### src/core/gpio_port_pkg.sv
// Shared constants and encodings for the eight-pin port.
// Assumes a single clock domain and a synchronous active-low reset.
package gpio_port_pkg;
	localparam int PIN_COUNT = 8;
	localparam int PIN_INDEX_W = 3;
	localparam int SENSE_W = 3;
	localparam int DRIVE_W = 2;
	localparam int PAD_W = 3;
	localparam int FUNC_W = 4;
	localparam int SYNC_STAGES = 2;

	typedef logic [SENSE_W-1:0] sense_t;
	typedef logic [DRIVE_W-1:0] drive_t;
	typedef logic [PAD_W-1:0] pad_t;
	typedef logic [FUNC_W-1:0] func_t;

	// Interrupt sense codes, read back as written
	localparam sense_t sense_falling = 3'h0;
	localparam sense_t sense_rising = 3'h1;
	localparam sense_t sense_both = 3'h2;
	localparam sense_t sense_low = 3'h3;
	localparam sense_t sense_high = 3'h4;

	// Drive strength codes
	localparam drive_t drive_2ma = 2'h0;
	localparam drive_t drive_4ma = 2'h1;
	localparam drive_t drive_8ma = 2'h2;
	localparam drive_t drive_8ma_slew_limited = 2'h3;

	// Pad type codes
	localparam pad_t pad_push_pull = 3'h0;
	localparam pad_t pad_push_pull_pullup = 3'h1;
	localparam pad_t pad_push_pull_pulldown = 3'h2;
	localparam pad_t pad_open_drain = 3'h3;
	localparam pad_t pad_open_drain_pullup = 3'h4;
	localparam pad_t pad_open_drain_pulldown = 3'h5;
	localparam pad_t pad_analog = 3'h6;

	// Function code zero leaves the pin as plain port logic
	localparam func_t func_none = 4'h0;

	// Reset values
	localparam sense_t sense_reset = sense_falling;
	localparam drive_t drive_reset = drive_2ma;
	localparam pad_t pad_reset = pad_push_pull;
	localparam logic [PIN_COUNT-1:0] mask_reset = 8'h00;
endpackage

### src/core/pin_event_if.sv
// Carries per-pin levels, senses and detector results between port and detector.
// Assumes both ends run on the same clock.
`timescale 1ns/1ps
interface pin_event_if
	import gpio_port_pkg::*;
	#(parameter int N = PIN_COUNT);
	logic [N-1:0] level;
	sense_t [N-1:0] sense;
	logic [N-1:0] clear;
	logic [N-1:0] raw;
	logic [N-1:0] event_pulse;
	modport port (output level, output sense, output clear, input raw, input event_pulse);
	modport detect (input level, input sense, input clear, output raw, output event_pulse);
endinterface

### src/core/pin_event_detect.sv
// Per-pin edge and level detection with sticky edge flags.
// Assumes levels arrive already synchronised to clk.
`timescale 1ns/1ps
module pin_event_detect
	import gpio_port_pkg::*;
	#(parameter int N = PIN_COUNT)
	(
	input wire logic clk,
	input wire logic resetn,
	pin_event_if.detect ev
	);

	logic [N-1:0] prev_reg;
	logic [N-1:0] latch_reg;
	logic [N-1:0] edge_hit;
	logic [N-1:0] level_hit;
	logic [N-1:0] level_was;
	logic [N-1:0] is_level;

	always_ff @(posedge clk) begin
		if (!resetn) begin
			prev_reg <= '0;
		end else begin
			prev_reg <= ev.level;
		end
	end

	genvar i;
	generate
		for (i = 0; i < N; i++) begin : g_pin
			always_comb begin
				edge_hit[i] = 1'b0;
				level_hit[i] = 1'b0;
				level_was[i] = 1'b0;
				is_level[i] = 1'b0;
				case (ev.sense[i])
					sense_falling: edge_hit[i] = prev_reg[i] & ~ev.level[i];
					sense_rising: edge_hit[i] = ~prev_reg[i] & ev.level[i];
					sense_both: edge_hit[i] = prev_reg[i] ^ ev.level[i];
					sense_low: begin
						is_level[i] = 1'b1;
						level_hit[i] = ~ev.level[i];
						level_was[i] = ~prev_reg[i];
					end
					sense_high: begin
						is_level[i] = 1'b1;
						level_hit[i] = ev.level[i];
						level_was[i] = prev_reg[i];
					end
					default: edge_hit[i] = 1'b0;
				endcase
			end

			always_ff @(posedge clk) begin
				if (!resetn) begin
					latch_reg[i] <= 1'b0;
				end else if (edge_hit[i]) begin
					latch_reg[i] <= 1'b1;
				end else if (ev.clear[i] || is_level[i]) begin
					latch_reg[i] <= 1'b0;
				end
			end

			assign ev.raw[i] = is_level[i] ? level_hit[i] : latch_reg[i];
			assign ev.event_pulse[i] = edge_hit[i] | (level_hit[i] & ~level_was[i]);
		end
	endgenerate
endmodule

### src/core/gpio_port.sv
// Eight-pin port: interrupt sense, masking, DMA triggers, pad and mux settings.
// Assumes command strobes come from logic on clk; pin inputs are asynchronous.
`timescale 1ns/1ps
module gpio_port
	import gpio_port_pkg::*;
	#(parameter int N = PIN_COUNT)
	(
	input wire logic clk,
	input wire logic resetn,
	input wire logic [N-1:0] pin_in,
	input wire logic [N-1:0] pin_select_mask,
	input wire logic [PIN_INDEX_W-1:0] pin_index,
	input wire logic dma_enable_wr,
	input wire logic dma_disable_wr,
	input wire logic int_enable_wr,
	input wire logic int_disable_wr,
	input wire logic int_clear_wr,
	input wire logic sense_wr,
	input wire sense_t interrupt_sense_select,
	input wire logic pad_wr,
	input wire drive_t drive_strength_select,
	input wire pad_t pad_type_select,
	input wire logic function_wr,
	input wire func_t pin_function_code,
	input wire logic status_masked_select,
	input wire logic [N-1:0] pin_read_mask,
	output logic [N-1:0] pin_read_data,
	output logic [N-1:0] int_status,
	output logic [N-1:0] int_line,
	output logic [N-1:0] dma_request,
	output sense_t sense_readback,
	output drive_t drive_readback,
	output pad_t pad_type_readback,
	output func_t function_readback,
	output drive_t [N-1:0] pad_drive,
	output pad_t [N-1:0] pad_type,
	output func_t [N-1:0] function_select,
	output logic [N-1:0] dma_enable,
	output logic [N-1:0] int_mask
	);

	logic [N-1:0] sync1_reg;
	logic [N-1:0] sync2_reg;
	sense_t [N-1:0] sense_reg;
	drive_t [N-1:0] drive_reg;
	pad_t [N-1:0] pad_reg;
	func_t [N-1:0] func_reg;
	logic [N-1:0] dma_en_reg;
	logic [N-1:0] mask_reg;
	logic [N-1:0] read_reg;
	logic [N-1:0] status_reg;
	logic [N-1:0] line_reg;
	logic [N-1:0] dma_req_reg;
	sense_t sense_rb_reg;
	drive_t drive_rb_reg;
	pad_t pad_rb_reg;
	func_t func_rb_reg;

	pin_event_if #(.N(N)) ev ();

	pin_event_detect #(.N(N)) u_detect (
		.clk(clk),
		.resetn(resetn),
		.ev(ev)
	);

	always_ff @(posedge clk) begin
		if (!resetn) begin
			sync1_reg <= '0;
			sync2_reg <= '0;
		end else begin
			sync1_reg <= pin_in;
			sync2_reg <= sync1_reg;
		end
	end

	assign ev.level = sync2_reg;
	assign ev.sense = sense_reg;
	assign ev.clear = int_clear_wr ? pin_select_mask : '0;

	genvar i;
	generate
		for (i = 0; i < N; i++) begin : g_cfg
			always_ff @(posedge clk) begin
				if (!resetn) begin
					sense_reg[i] <= sense_reset;
				end else if (sense_wr && pin_select_mask[i]) begin
					sense_reg[i] <= interrupt_sense_select;
				end
			end

			always_ff @(posedge clk) begin
				if (!resetn) begin
					drive_reg[i] <= drive_reset;
					pad_reg[i] <= pad_reset;
				end else if (pad_wr && pin_select_mask[i]) begin
					drive_reg[i] <= drive_strength_select;
					pad_reg[i] <= pad_type_select;
				end
			end

			always_ff @(posedge clk) begin
				if (!resetn) begin
					func_reg[i] <= func_none;
				end else if (function_wr && pin_index == PIN_INDEX_W'(i)) begin
					func_reg[i] <= pin_function_code;
				end
			end

			always_ff @(posedge clk) begin
				if (!resetn) begin
					dma_en_reg[i] <= mask_reset[i];
				end else if (dma_disable_wr && pin_select_mask[i]) begin
					dma_en_reg[i] <= 1'b0;
				end else if (dma_enable_wr && pin_select_mask[i]) begin
					dma_en_reg[i] <= 1'b1;
				end
			end

			always_ff @(posedge clk) begin
				if (!resetn) begin
					mask_reg[i] <= mask_reset[i];
				end else if (int_disable_wr && pin_select_mask[i]) begin
					mask_reg[i] <= 1'b0;
				end else if (int_enable_wr && pin_select_mask[i]) begin
					mask_reg[i] <= 1'b1;
				end
			end
		end
	endgenerate

	always_ff @(posedge clk) begin
		if (!resetn) begin
			dma_req_reg <= '0;
		end else begin
			dma_req_reg <= ev.event_pulse & dma_en_reg;
		end
	end

	always_ff @(posedge clk) begin
		if (!resetn) begin
			status_reg <= '0;
			line_reg <= '0;
		end else begin
			status_reg <= status_masked_select ? (ev.raw & mask_reg) : ev.raw;
			line_reg <= ev.raw & mask_reg;
		end
	end

	always_ff @(posedge clk) begin
		if (!resetn) begin
			read_reg <= '0;
		end else begin
			read_reg <= sync2_reg & pin_read_mask;
		end
	end

	always_ff @(posedge clk) begin
		if (!resetn) begin
			sense_rb_reg <= sense_reset;
			drive_rb_reg <= drive_reset;
			pad_rb_reg <= pad_reset;
			func_rb_reg <= func_none;
		end else begin
			sense_rb_reg <= sense_reg[pin_index];
			drive_rb_reg <= drive_reg[pin_index];
			pad_rb_reg <= pad_reg[pin_index];
			func_rb_reg <= func_reg[pin_index];
		end
	end

	// Outputs come straight from flops; readback lags the index by one cycle
	assign pin_read_data = read_reg;
	assign int_status = status_reg;
	assign int_line = line_reg;
	assign dma_request = dma_req_reg;
	assign sense_readback = sense_rb_reg;
	assign drive_readback = drive_rb_reg;
	assign pad_type_readback = pad_rb_reg;
	assign function_readback = func_rb_reg;
	assign pad_drive = drive_reg;
	assign pad_type = pad_reg;
	assign function_select = func_reg;
	assign dma_enable = dma_en_reg;
	assign int_mask = mask_reg;
endmodule

### config.mk
export PLATFORM = sky130hd
export DESIGN_NAME = gpio_port
export DESIGN_NICKNAME = d
export VERILOG_FILES = /design/src/core/gpio_port_pkg.sv /design/src/core/pin_event_if.sv /design/src/core/pin_event_detect.sv /design/src/core/gpio_port.sv
export SDC_FILE = /design/constraint.sdc
export NUM_CORES = 1
export LEC_CHECK = 0
export CAP_MARGIN = 5
export CORE_MARGIN = 3
export CORE_UTILIZATION = 40
export CTS_BUF_LIST = sky130_fd_sc_hd__clkbuf_8 sky130_fd_sc_hd__clkbuf_16
export CTS_CLUSTER_SIZE = 30
export DETAILED_ROUTE_END_ITERATION = 7
export DONT_BUFFER_PORTS = 1
export PLACE_DENSITY = 0.58
export SLEW_MARGIN = 0
export SYNTH_ARGS = -nofsm -noshare
export SYNTH_HDL_FRONTEND = slang
export SYNTH_SLANG_ARGS = --single-unit
### constraint.sdc
create_clock -name clk -period 3.7 [get_ports clk]
set_clock_uncertainty 0.15 [all_clocks]
set_input_delay 0.74 -clock clk [delete_from_list [all_inputs] [get_ports clk]]
set_output_delay 0.74 -clock clk [all_outputs]
set_load 0.01 [all_outputs]
Yosys cells after proc, flatten, opt, wreduce, memory -nomap -nowiden

Cells that the tools add are included.

Register bits: 188
Bits of input ports: 50

$lt $le $gt $ge: 1
Equal/unequal tests: 39
Multiplexer cells: 66
Bitwise gates (word level): 68
Reduce and logical (&&, ||, !) cells: 105

Operators by type and width:

| operator                                                                     | count |
|---|---|
| 1-bit logical AND                                                            | 56 |
| 3-bit by 2-bit equality test with 1-bit output, second input constant        | 18 |
| 2-bit OR reduction                                                           | 24 |
| 3-bit equality test, second input constant                                   | 12 |
| 1-bit 2-to-1 mux                                                             | 32 |
| 1-bit one-hot mux with 2 select lines                                        | 16 |
| 3-bit by 1-bit equality test with 1-bit output, second input constant        | 9 |
| 3-bit zero test                                                              | 9 |
| 1-bit NOT                                                                    | 25 |
| 1-bit AND                                                                    | 24 |
| 8-bit AND                                                                    | 3 |
| 1-bit one-hot mux with 3 select lines                                        | 8 |
| 3-bit binary-select mux with 3-bit select                                    | 2 |
| 8-bit 2-to-1 mux                                                             | 2 |
| 2-bit nonzero test                                                           | 8 |
| 4-bit binary-select mux with 3-bit select                                    | 1 |
| 1-bit logical OR                                                             | 8 |
| 1-bit OR                                                                     | 8 |
| 1-bit XOR                                                                    | 8 |
| 2-bit binary-select mux with 3-bit select                                    | 1 |
| 3-bit 2-to-1 mux                                                             | 2 |
| 3-bit by 4-bit less-than comparator with 1-bit output, second input constant | 1 |
| 4-bit 2-to-1 mux                                                             | 1 |
| 2-bit 2-to-1 mux                                                             | 1 |

Logic depth before layout (Yosys ltp)

Gate-level depths: netlist of the first run.

Word-level depth: 6
Gate-level depth with buffers: 6
Gate-level depth less buffers: 6

Hierarchy

Synthesis of the first run repeated with hierarchy kept, for this count alone.

Cells, all modules: 957
Area, all modules: 8525.7 um^2

By module, submodules not included:

| module           | instances | cells each | area an instance (um^2) | sequential area each (um^2) |
|---|---|---|---|---|
| gpio_port        | 1         | 728        | 6834.1                  | 3443.3 |
| pin_event_detect | 1         | 229        | 1691.6                  | 320.3 |

Worst setup path after synthesis of the first run

No wires, ideal clock.

Path type: input -> register
Start: in pin_index[0]
End: reg sense_rb_reg[2] (netlist: sense_readback[2])
Setup time: 117 ps
Arrival time: 1731 ps
Setup slack: 1702 ps
Stages on the path: 4
Buffers on the path: 2
Cell sequence: buf_6 buf_6 mux4_2 a22o_1

Word-level cells in the longest chain between the ends: 2

Ends and longest elaborated chain:

| element                                   | RTL line         | RTL |
|---|---|---|
| from (decl)                               | gpio_port.sv:12  | `input wire logic [PIN_INDEX_W-1:0] pin_index,` |
| 3-bit binary-select mux with 3-bit select | gpio_port.sv:165 | `sense_rb_reg <= sense_reg[pin_index];` |
| 3-bit 2-to-1 mux (implied by the code)    | gpio_port.sv:165 |  |
| to (signal assigned)                      | gpio_port.sv:160 | `sense_rb_reg <= sense_reset;` |
| to (signal assigned)                      | gpio_port.sv:165 |  |
| to (decl)                                 | gpio_port.sv:54  | `sense_t sense_rb_reg;` |

Every way passes these cells. The select of a mux whose other input is x is not followed.
A chain may end at the register's enable or synchronous reset.

Worst setup path in the final report of the first run

Start: reg pad_reg (netlist bit pad_type[6])
End: out pad_type[6] (netlist bit)

RTL lines:

| element                           | RTL line        | RTL |
|---|---|---|
| from (decl)                       | gpio_port.sv:46 | `pad_t [N-1:0] pad_reg;` |
| from (signal, indexed assignment) | gpio_port.sv:95 | `pad_reg[i] <= pad_reset;` |
| from (signal, indexed assignment) | gpio_port.sv:98 | `pad_reg[i] <= pad_type_select;` |
| to (decl)                         | gpio_port.sv:36 | `output pad_t [N-1:0] pad_type,` |

No word-level cell between the ends.

==> key figures, run 1 <==
Status
  • Status: complete, no violations

Timing
  • Final setup viols: 0
  • Slew margin rel.: 48.0%
  • Final Hold Fails: 0
  • Fmax: 557 MHz
  • Final period util: 48.5%
  • Post-route minimum period: 1.79 ns
  • Worst Slack Setup Final: 1.91 ns
  • RSZ-0062 raised after global routing: false
  • Fin. max-slew vios: 0
  • Setup TNS: 0 ns
  • Slew at the pin closest to its max-slew limit: 0.770 ns

Critical path
  • Cells on worst reg2reg path: 3
  • R2r endpoint: int_line[3]
  • Max Fanout on Critical Path: 3
  • Data arrival time of the worst path: 0.90 ns
  • Required time of the critical path: 2.81 ns
  • Worst Setup End Kind: output pin
  • CP startpoint kind: register
  • Crit path kind: register to output pin
  • R2R setup slack: 1.97 ns
  • Worst r2r src: ev.sense[11]

Yosys
  • Post-synth ARST share: 0%
  • Synth cell count leaders: 188 x dfxtp_1, 114 x nand2_1, 95 x a21oi_1
  • Syn_nets: 939
  • Synth cell types: 40
  • Syn Area/Cell: 9.28 um^2
  • Post-Synthesis Cells: 873
  • Post-synth EDFFs: 0
  • Synth Flop Type: dfxtp_1
  • Most common cell in the netlist: dfxtp_1
  • Post-Syn Area: 8100 um^2
  • Post-synthesis register bit count: 188
  • Yosys warnings: 0
  • Post-synthesis sequential area ratio: 46.5%
  • Area contributors post-synth: dfxtp_1 46%, mux4_2 6.1%, a21oi_1 5.9%
  • Post-synth top area share: 46.5%
  • Post-synth top area cell: dfxtp_1

Cells and area
  • Area Growth Syn to Fin: 7.40%
  • # fillers: 1,943
  • Register Area: 3760 um^2
  • Layout cell share with drive strength beyond 1: 7.64%
  • Post-route cell area: 8700 um^2
  • Multi-input logic area: 3890 um^2
  • Number of flip-flops under the largest register name: 32
  • # nets final: 891
  • Non-filler cells, final: 1,103
  • ANT cells: 0

Placed design
  • Input/output buffers: 0
  • Placed insts: 1,071
  • GPL Wtd Cong: 0.806
  • Setup Slack @ Placement: 1.64 ns
  • Detail Placement HPWL: 15,600 um
  • Area after DPL: 8110 um^2

Routing
  • Via count: 6,172
  • Pre-Repair DR Iteration Count: 5
  • Routed WL per cell: 20.3 um
  • Initial DRC Count: 493
  • WL final: 22,400 um
  • Antenna-violating nets left: 0
  • # DRC: 0
  • DR vias/cell: 5.60

Hold path
  • Hold Path End: dma_enable[1]
  • Cell depth of the worst hold path: 1
  • HP Start: pin_select_mask[1]
  • Worst Hold Class: input port to register

Global routing
  • GR Util met2: 30.5%
  • Grt met3 use: 7.92%
  • Total Routing Usage GR: 19.9%
  • First-pass GRT wire length: 34,300 um
  • M1 GR Usage: 26.4%
  • Largest net degree at the start of global routing: 55
  • GRT Residual Overflow: 0
  • Top Usage Layer GRT: met2
  • Initial antenna violation count: 0
  • Vias in the first global route: 5,701

Clock network
  • Cts hold-fix bufs: 0
  • # Post-CTS Setup Buffers: 0
  • Worst-skew pair later-pin latency: 0.43 ns
  • CTS Sinks: 188
  • Resized cells post-CTS: 0
  • CTS Buf Count: 17
  • CTS tree: yes
  • H-tree depth: 4
  • CTS Root Cell: clkbuf_16
  • CTS clock-pin slew for the worst setup and hold paths: 0.07 ns
  • Longest Clk Path Bufs: 2

Power and ir drop
  • Power Density: 490 nW/um^2
  • VDD IR max: 0.000324 V
  • P_leak: 0.00316 uW

Floorplanning
  • Die W: 148 um
  • Total Die Area: 22,000 um^2
  • Die Y: 148 um
  • I/O pins: 182
  • Cell Rows: 51
  • Core Region: 19,700 um^2
  • Starting density of the core: 41.2%

Run
  • Maxcap violations: 0
cells by family (layout without fill, tap and decap cells):
| family | after synthesis | count (layout) | synth area share, % |
|---|---|---|---|
| mux | 62 | 62 | 11.5 |
| fa+ha+maj | 16 | 16 | 2.47 |
| simple gates | 337 | 337 | 21.2 |
| buf+inv | 97 | 62 | 5.48 |
| flops | 188 | 188 | 46.5 |
| compound gates | 173 | 173 | 12.9 |
how the worst max path moves through the flow:
stage                 start                end  slack (ns)  depth (start not counted)
5_1_grt         pad_type[3]        pad_type[3]        1.86                          0
3_3_place_gp         resetn      int_status[5]        1.65                          3
4_1_cts         pad_type[3]        pad_type[3]        1.90                          0
2_1_floorplan  pin_index[0]  sense_readback[2]        1.70                          4
3_5_place_dp         resetn      dma_enable[3]        1.64                          3
6_report        pad_type[6]        pad_type[6]        1.91                          0
layout make-up:
type / count / area share (%)
multi-input cells: 588 / 44.7
well taps: 265 / 3.81
clock inverters: 13 / 1.54
inverters: 27 / 1.18
clock buffers: 19 / 5.21
flip-flops and latches: 188 / 43.3
repair buffers: 3 / 0.259
power breakdown:
group | total, uW | switching (uW) | leakage (uW) | internal [uW]
logic | 239 | 119 | 0.00135 | 120
clock network | 1820 | 835 | 0.000278 | 982
registers | 2210 | 110 | 0.00153 | 2100
metrics by stage:
stage / util (%) / total power, uW / hold WS (ns)
2_1_floorplan: - / 2490 / 0.262
6_report: 44.3 / 4260 / 0.240
3_5_place_dp: 41.3 / 2500 / 0.270
5_1_grt: 44.3 / 4440 / 0.220
4_1_cts: 44.3 / 4300 / 0.226
3_3_place_gp: 41.3 / 2490 / 0.263
placed cells by master, fill, tap and decap left out, types with 4 or more instances in the layout:
master	count
clkbuf_16	17
and3_1	22
a31oi_1	11
a22o_1	12
dfxtp_1	188
clkinvlp_4	4
and2_1	24
nand2_1	114
a21oi_1	95
nor3b_1	7
nand3_1	65
mux2i_1	38
o2111ai_1	7
mux4_2	22
or4_1	7
o21ai_0	15
inv_1	26
ha_1	16
nor2_1	42
a211oi_1	17
nand2b_1	22
a22oi_1	7
nand4_1	9
o311ai_0	7
nor2b_1	14
layer usage:
layer | routed length, um | share of wire [%]
met4 | 338 | 1.5
met1 | 9740 | 44
met5 | 0 | 0
met2 | 10200 | 46
met3 | 2080 | 9.3
Power figures use the tool's default switching activity.
==> inputs of run 2 (changes only) <==
ABC_AREA = 1   (was unset)
PLACE_DENSITY = 0.6   (was 0.58)
clock period = 1.5 ns   (was 3.7 ns; I/O delays follow)
==> key figures, run 2 <==
Routing
  • Antenna-violating nets left: 0
  • Initial DRC Count: 630
  • Pre-Repair DR Iteration Count: 5
  • WL final: 25,900 um
  • Routed WL per cell: 16.5 um
  • Via count: 7,887
  • # DRC: 0
  • DR vias/cell: 5.01

Placed design
  • Input/output buffers: 0
  • Detail Placement HPWL: 17,000 um
  • Area after DPL: 8260 um^2
  • Setup Slack @ Placement: 0.101 ns
  • GPL Wtd Cong: 0.851
  • Placed insts: 1,394

Global routing
  • GRT Residual Overflow: 0
  • Initial antenna violation count: 1
  • Vias in the first global route: 7,353
  • First-pass GRT wire length: 40,600 um
  • Total Routing Usage GR: 23.3%
  • Largest net degree at the start of global routing: 100

Yosys
  • Post-synthesis sequential area ratio: 46.5%
  • Synth cell count leaders: 330 x nand2_1, 218 x nor2_1, 188 x dfxtp_1
  • Syn_nets: 1,228
  • Post-Syn Area: 8090 um^2
  • Yosys warnings: 0
  • Synth cell types: 23
  • Post-synth ARST share: 0%
  • Most common cell in the netlist: nand2_1
  • Synth Flop Type: dfxtp_1
  • Post-synth top area cell: dfxtp_1
  • Post-synth top area share: 46.5%
  • Post-synth EDFFs: 0
  • Area contributors post-synth: dfxtp_1 47%, nand2_1 15%, nor2_1 10%
  • Post-synthesis register bit count: 188
  • Post-Synthesis Cells: 1,162
  • Syn Area/Cell: 6.96 um^2

Cells and area
  • Post-route cell area: 10,300 um^2
  • # nets final: 1,362
  • Area Growth Syn to Fin: 27.4%
  • Number of flip-flops under the largest register name: 32
  • Layout cell share with drive strength beyond 1: 5.19%
  • Leading cell types in the layout, fill and taps excluded: 330 x nand2_1, 218 x nor2_1, 172 x dfxtp_1
  • Non-filler cells, final: 1,575
  • Most common library cell in the layout ignoring fill and taps: nand2_1

Floorplanning
  • Total Die Area: 22,000 um^2
  • Die W: 148 um
  • Starting density of the core: 41.2%
  • Core Region: 19,700 um^2
  • Die Y: 148 um
  • I/O pins: 182
  • Cell Rows: 51

Power and ir drop
  • Power Density: 1060 nW/um^2
  • VDD IR max: 0.000667 V
  • P_leak: 0.00446 uW
  • Overall Power: 10,900 uW

Critical path
  • Worst Setup End Kind: register
  • Required time of the critical path: 1.71 ns
  • CP startpoint kind: register
  • Worst-path cell with the longest stage delay: dlygate4sd3_1
  • Data arrival time of the worst path: 1.66 ns
  • Crit path kind: register to register
  • Critical path cell sequence: o21ai_0 > dlygate4sd3_1 > nor2_1
  • Max Fanout on Critical Path: 3
  • Slowest stage delay, CP: 0.57 ns

Run
  • Maxcap violations: 0

Clock network
  • CTS clock-pin slew for the worst setup and hold paths: 0.07 ns
  • CTS tree: yes
  • CTS Buf Count: 17
  • H-tree depth: 4
  • Longest Clk Path Bufs: 2
  • # Post-CTS Setup Buffers: 0
  • CTS Root Cell: clkbuf_16
  • Worst-skew pair later-pin latency: 0.43 ns
  • CTS Sinks: 188

Timing
  • Worst Slack Setup Final: 0.0506 ns
  • Slew at the pin closest to its max-slew limit: 0.618 ns
  • Post-route minimum period: 1.45 ns
  • Final Hold Fails: 0
  • Fin. max-slew vios: 0
  • Final setup viols: 0
  • Final period util: 96.6%
  • Slew margin rel.: 58.8%
  • Fmax: 690 MHz

Status
  • Status: complete, no violations

Hold path
  • Worst Hold Class: input port to register
## run 2: repair_timing
item / in CTS / in global routing
resized for setup: 0 / 18
endpoints found under the setup margin: 0 / 23
hold buffers: 148 / 0
hold endpoints to repair: 188 / 0
## run 2: cells by family (layout without fill, tap and decap cells)
group	after synthesis	count (layout)	synth area share [%]
buffers and inverters	149	296	7.92
AOI/OAI and AO/OA	195	195	12.6
adders and majority gates	16	16	2.48
DFF	188	188	46.5
other	0	1	0
and+or+nand+nor	614	614	30.5
## run 2: worst paths after layout
check                             start               endpoint  slack, ns  cells after the start
setup reg to reg    function_select[16]    function_select[16]       0.05                      3
hold / removal             pin_index[1]      sense_readback[2]       0.02                      4
hold reg to reg   u_detect.latch_reg[3]  u_detect.latch_reg[3]       0.34                      2
setup / recovery    function_select[16]    function_select[16]       0.05                      3
## run 2: power breakdown
part / internal, uW / total [uW] / switching, uW
logic: 558 / 1240 / 683
clock network: 2140 / 4070 / 1940
registers: 5260 / 5600 / 345
## run 2: area by class of cell
type / count / area, um^2
inverter: 109 / 417
antenna: 1 / 2.50
multi-input combinational: 825 / 3680
sequential: 188 / 3780
timing repair buffer: 155 / 1560
fill: 1944 / 9350
clock inverter: 14 / 85.1
tap: 265 / 332
clock buffer: 18 / 439
## run 2: critical path, delay by kind of cell, from the launching register on
kind | cells | cell delay (ns)
simple gates | 1 | 0.11
flops | 1 | 0.44
compound gates | 1 | 0.11
buf+inv | 1 | 0.57
## run 2: per-stage QoR
stage	TNS, ns	hold WS [ns]	util [%]
4_1_cts	0	0.000991	52.3
3_3_place_gp	0	0.244	42.0
5_1_grt	-0.0140	0.0334	52.4
3_5_place_dp	0	0.250	42.0
6_report	0	0.0233	52.4
2_1_floorplan	0	0.240	-
## run 2: routing by layer
| layer | share of wire, % | wire length (um) | vias up | global-route usage, % |
|---|---|---|---|---|
| li1 | - | - | 3945 | - |
| met1 | 43 | 11100 | 3673 | 29.6 |
| met2 | 48 | 12500 | 233 | 38.7 |
| met3 | 7.0 | 1820 | 36 | 5.85 |
| met4 | 2.0 | 527 | 0 | 7.99 |
| met5 | 0 | 0 | - | 0 |
==> inputs of run 3 (changes only) <==
SETUP_SLACK_MARGIN = 0.2   (was unset)
==> key figures, run 3 (synthesis gave the netlist of run 2 again) <==
Critical path
  • Crit path kind: register to register
  • Crit. Startpoint: int_mask[4]
  • Max Fanout on Critical Path: 4
  • Worst Setup End Kind: register
  • Worst r2r src: int_mask[4]
  • CP startpoint kind: register
  • Required time of the critical path: 1.72 ns
  • Data arrival time of the worst path: 1.51 ns

Timing
  • RSZ-0062 raised after global routing: true
  • Setup TNS: 0 ns
  • Post-route minimum period: 1.29 ns
  • Slew margin rel.: 70.9%
  • Fin. max-slew vios: 0
  • Fin Hold WS: -0.136 ns
  • Final setup viols: 0
  • Final period util: 86.2%
  • Fmax: 774 MHz
  • Slew at the pin closest to its max-slew limit: 0.434 ns
  • Final Hold Fails: 110

Clock network
  • CTS tree: yes
  • Worst-skew pair later-pin latency: 0.43 ns
  • CTS Sinks: 188
  • Cts hold-fix bufs: 91
  • CTS Buf Count: 17
  • CTS clock-pin slew for the worst setup and hold paths: 0.07 ns
  • CTS Root Cell: clkbuf_16
  • Longest Clk Path Bufs: 2
  • H-tree depth: 4

Cells and area
  • Most common library cell in the layout ignoring fill and taps: nand2_1
  • ANT cells: 0
  • Layout cell share with drive strength beyond 1: 17.6%
  • Number of flip-flops under the largest register name: 32
  • Leading cell types in the layout, fill and taps excluded: 329 x nand2_1, 208 x nor2_1, 111 x dfxtp_2
  • Final design utilization: 51.4%
  • Area Growth Syn to Fin: 24.8%
  • # fillers: 1,959
  • # nets final: 1,310

Placed design
  • Detail Placement HPWL: 17,000 um
  • GPL Wtd Cong: 0.851
  • Input/output buffers: 0

Power and ir drop
  • Switching part of the total: 27.1%
  • P_leak: 0.00443 uW
  • Pint: 7940 uW
  • VDD IR max: 0.000671 V
  • Sequential power share: 51.7%
  • Sw Pwr: 2950 uW
  • Power Density: 1080 nW/um^2
  • Combinational share of power: 10.8%
  • Clk pwr share: 37.5%

Floorplanning
  • Total Die Area: 22,000 um^2
  • Die Y: 148 um
  • I/O pins: 182
  • Core Region: 19,700 um^2
  • Starting density of the core: 41.2%
  • Die W: 148 um
  • Cell Rows: 51

Run
  • Maxcap violations: 0

Hold path
  • HP Start: resetn
  • Worst Hold Class: input port to register

Global routing
  • GRT Residual Overflow: 0
  • First-pass GRT wire length: 39,200 um
  • Vias in the first global route: 7,081
  • Largest net degree at the start of global routing: 158
  • Initial antenna violation count: 0
  • Total Routing Usage GR: 22.6%

Status
  • Violated checks: negative hold slack
  • Status: complete, but fails checks

Routing
  • Via count: 7,665
  • DR vias/cell: 5.04
  • Antenna-violating nets left: 0
  • WL final: 25,500 um
  • # DRC: 0
  • Initial DRC Count: 674
  • Routed WL per cell: 16.8 um
  • Pre-Repair DR Iteration Count: 5
[run 3: changes by cell type in the layout (fill, tap and decap cells not counted), sizes merged]
cell	delta
dlymetal6s4s	+5
buf	+8
dlygate4sd3	-65
diode	-1
[run 3: worst paths after layout]
check        cells after the start             end  slack (ns)
min reg2reg                      2  dma_request[3]        0.33
max reg2reg                      3     int_line[4]        0.21
min                              2    sync1_reg[3]       -0.14
max                              3     int_line[4]        0.21
[run 3: layer usage]
layer | track usage (%) | wire, um | vias to the layer above
met1 | 28.9 | 10900 | 3543
met2 | 36.3 | 12000 | 242
met3 | 6.03 | 1840 | 42
met5 | 0 | 0 | -
li1 | - | - | 3838
met4 | 9.24 | 704 | 0
[run 3: final cells by class]
| cell class | instances | area (um^2) | area share [%] |
|---|---|---|---|
| Clock buffer | 18 | 439 | 4.35 |
| Clock inverter | 14 | 85.1 | 0.843 |
| Inverter | 109 | 417 | 4.13 |
| Multi-Input combinational cell | 825 | 3880 | 38.4 |
| Sequential cell | 188 | 3920 | 38.8 |
| Tap cell | 265 | 332 | 3.28 |
| Timing Repair Buffer | 103 | 1020 | 10.1 |
[run 3: per-stage QoR]
step / hold WS [ns] / area [um^2] / setup slack, ns / instances / power (uW)
2_1_floorplan: 0.240 / 8090 / 0.266 / 1162 / 6380
3_3_place_gp: 0.244 / 8260 / 0.124 / 1394 / 6540
3_5_place_dp: 0.250 / 8260 / 0.101 / 1394 / 6550
4_1_cts: -0.168 / 9880 / 0.164 / 1525 / 10900
5_1_grt: -0.164 / 10100 / 0.187 / 1522 / 11400
6_report: -0.136 / 10100 / 0.208 / 1522 / 10900
[run 3: repair_timing]
item                                    4_1_cts  5_1_grt
setup buffers                                 8        1
resized for setup                            94       81
endpoints found under the setup margin      100       60
endpoints found under the hold margin       188      111
pin swaps                                     3       26
[run 3: power by group through the flow]
stage          Sequential [uW]  Combinational [uW]  Clock (uW)
6_report                  5630                1170        4090
5_1_grt                   5670                1330        4400
3_5_place_dp              5710                 842           0
3_3_place_gp              5710                 832           0
4_1_cts                   5620                1120        4150
2_1_floorplan             5610                 775           0
[run 3: worst max-delay path, cell delays in order, from the launching register on]
cell and delay [ns]:
dfxtp_2 0.38, nand2_1 0.05, dlygate4sd3_1 0.55, nor2_1 0.10
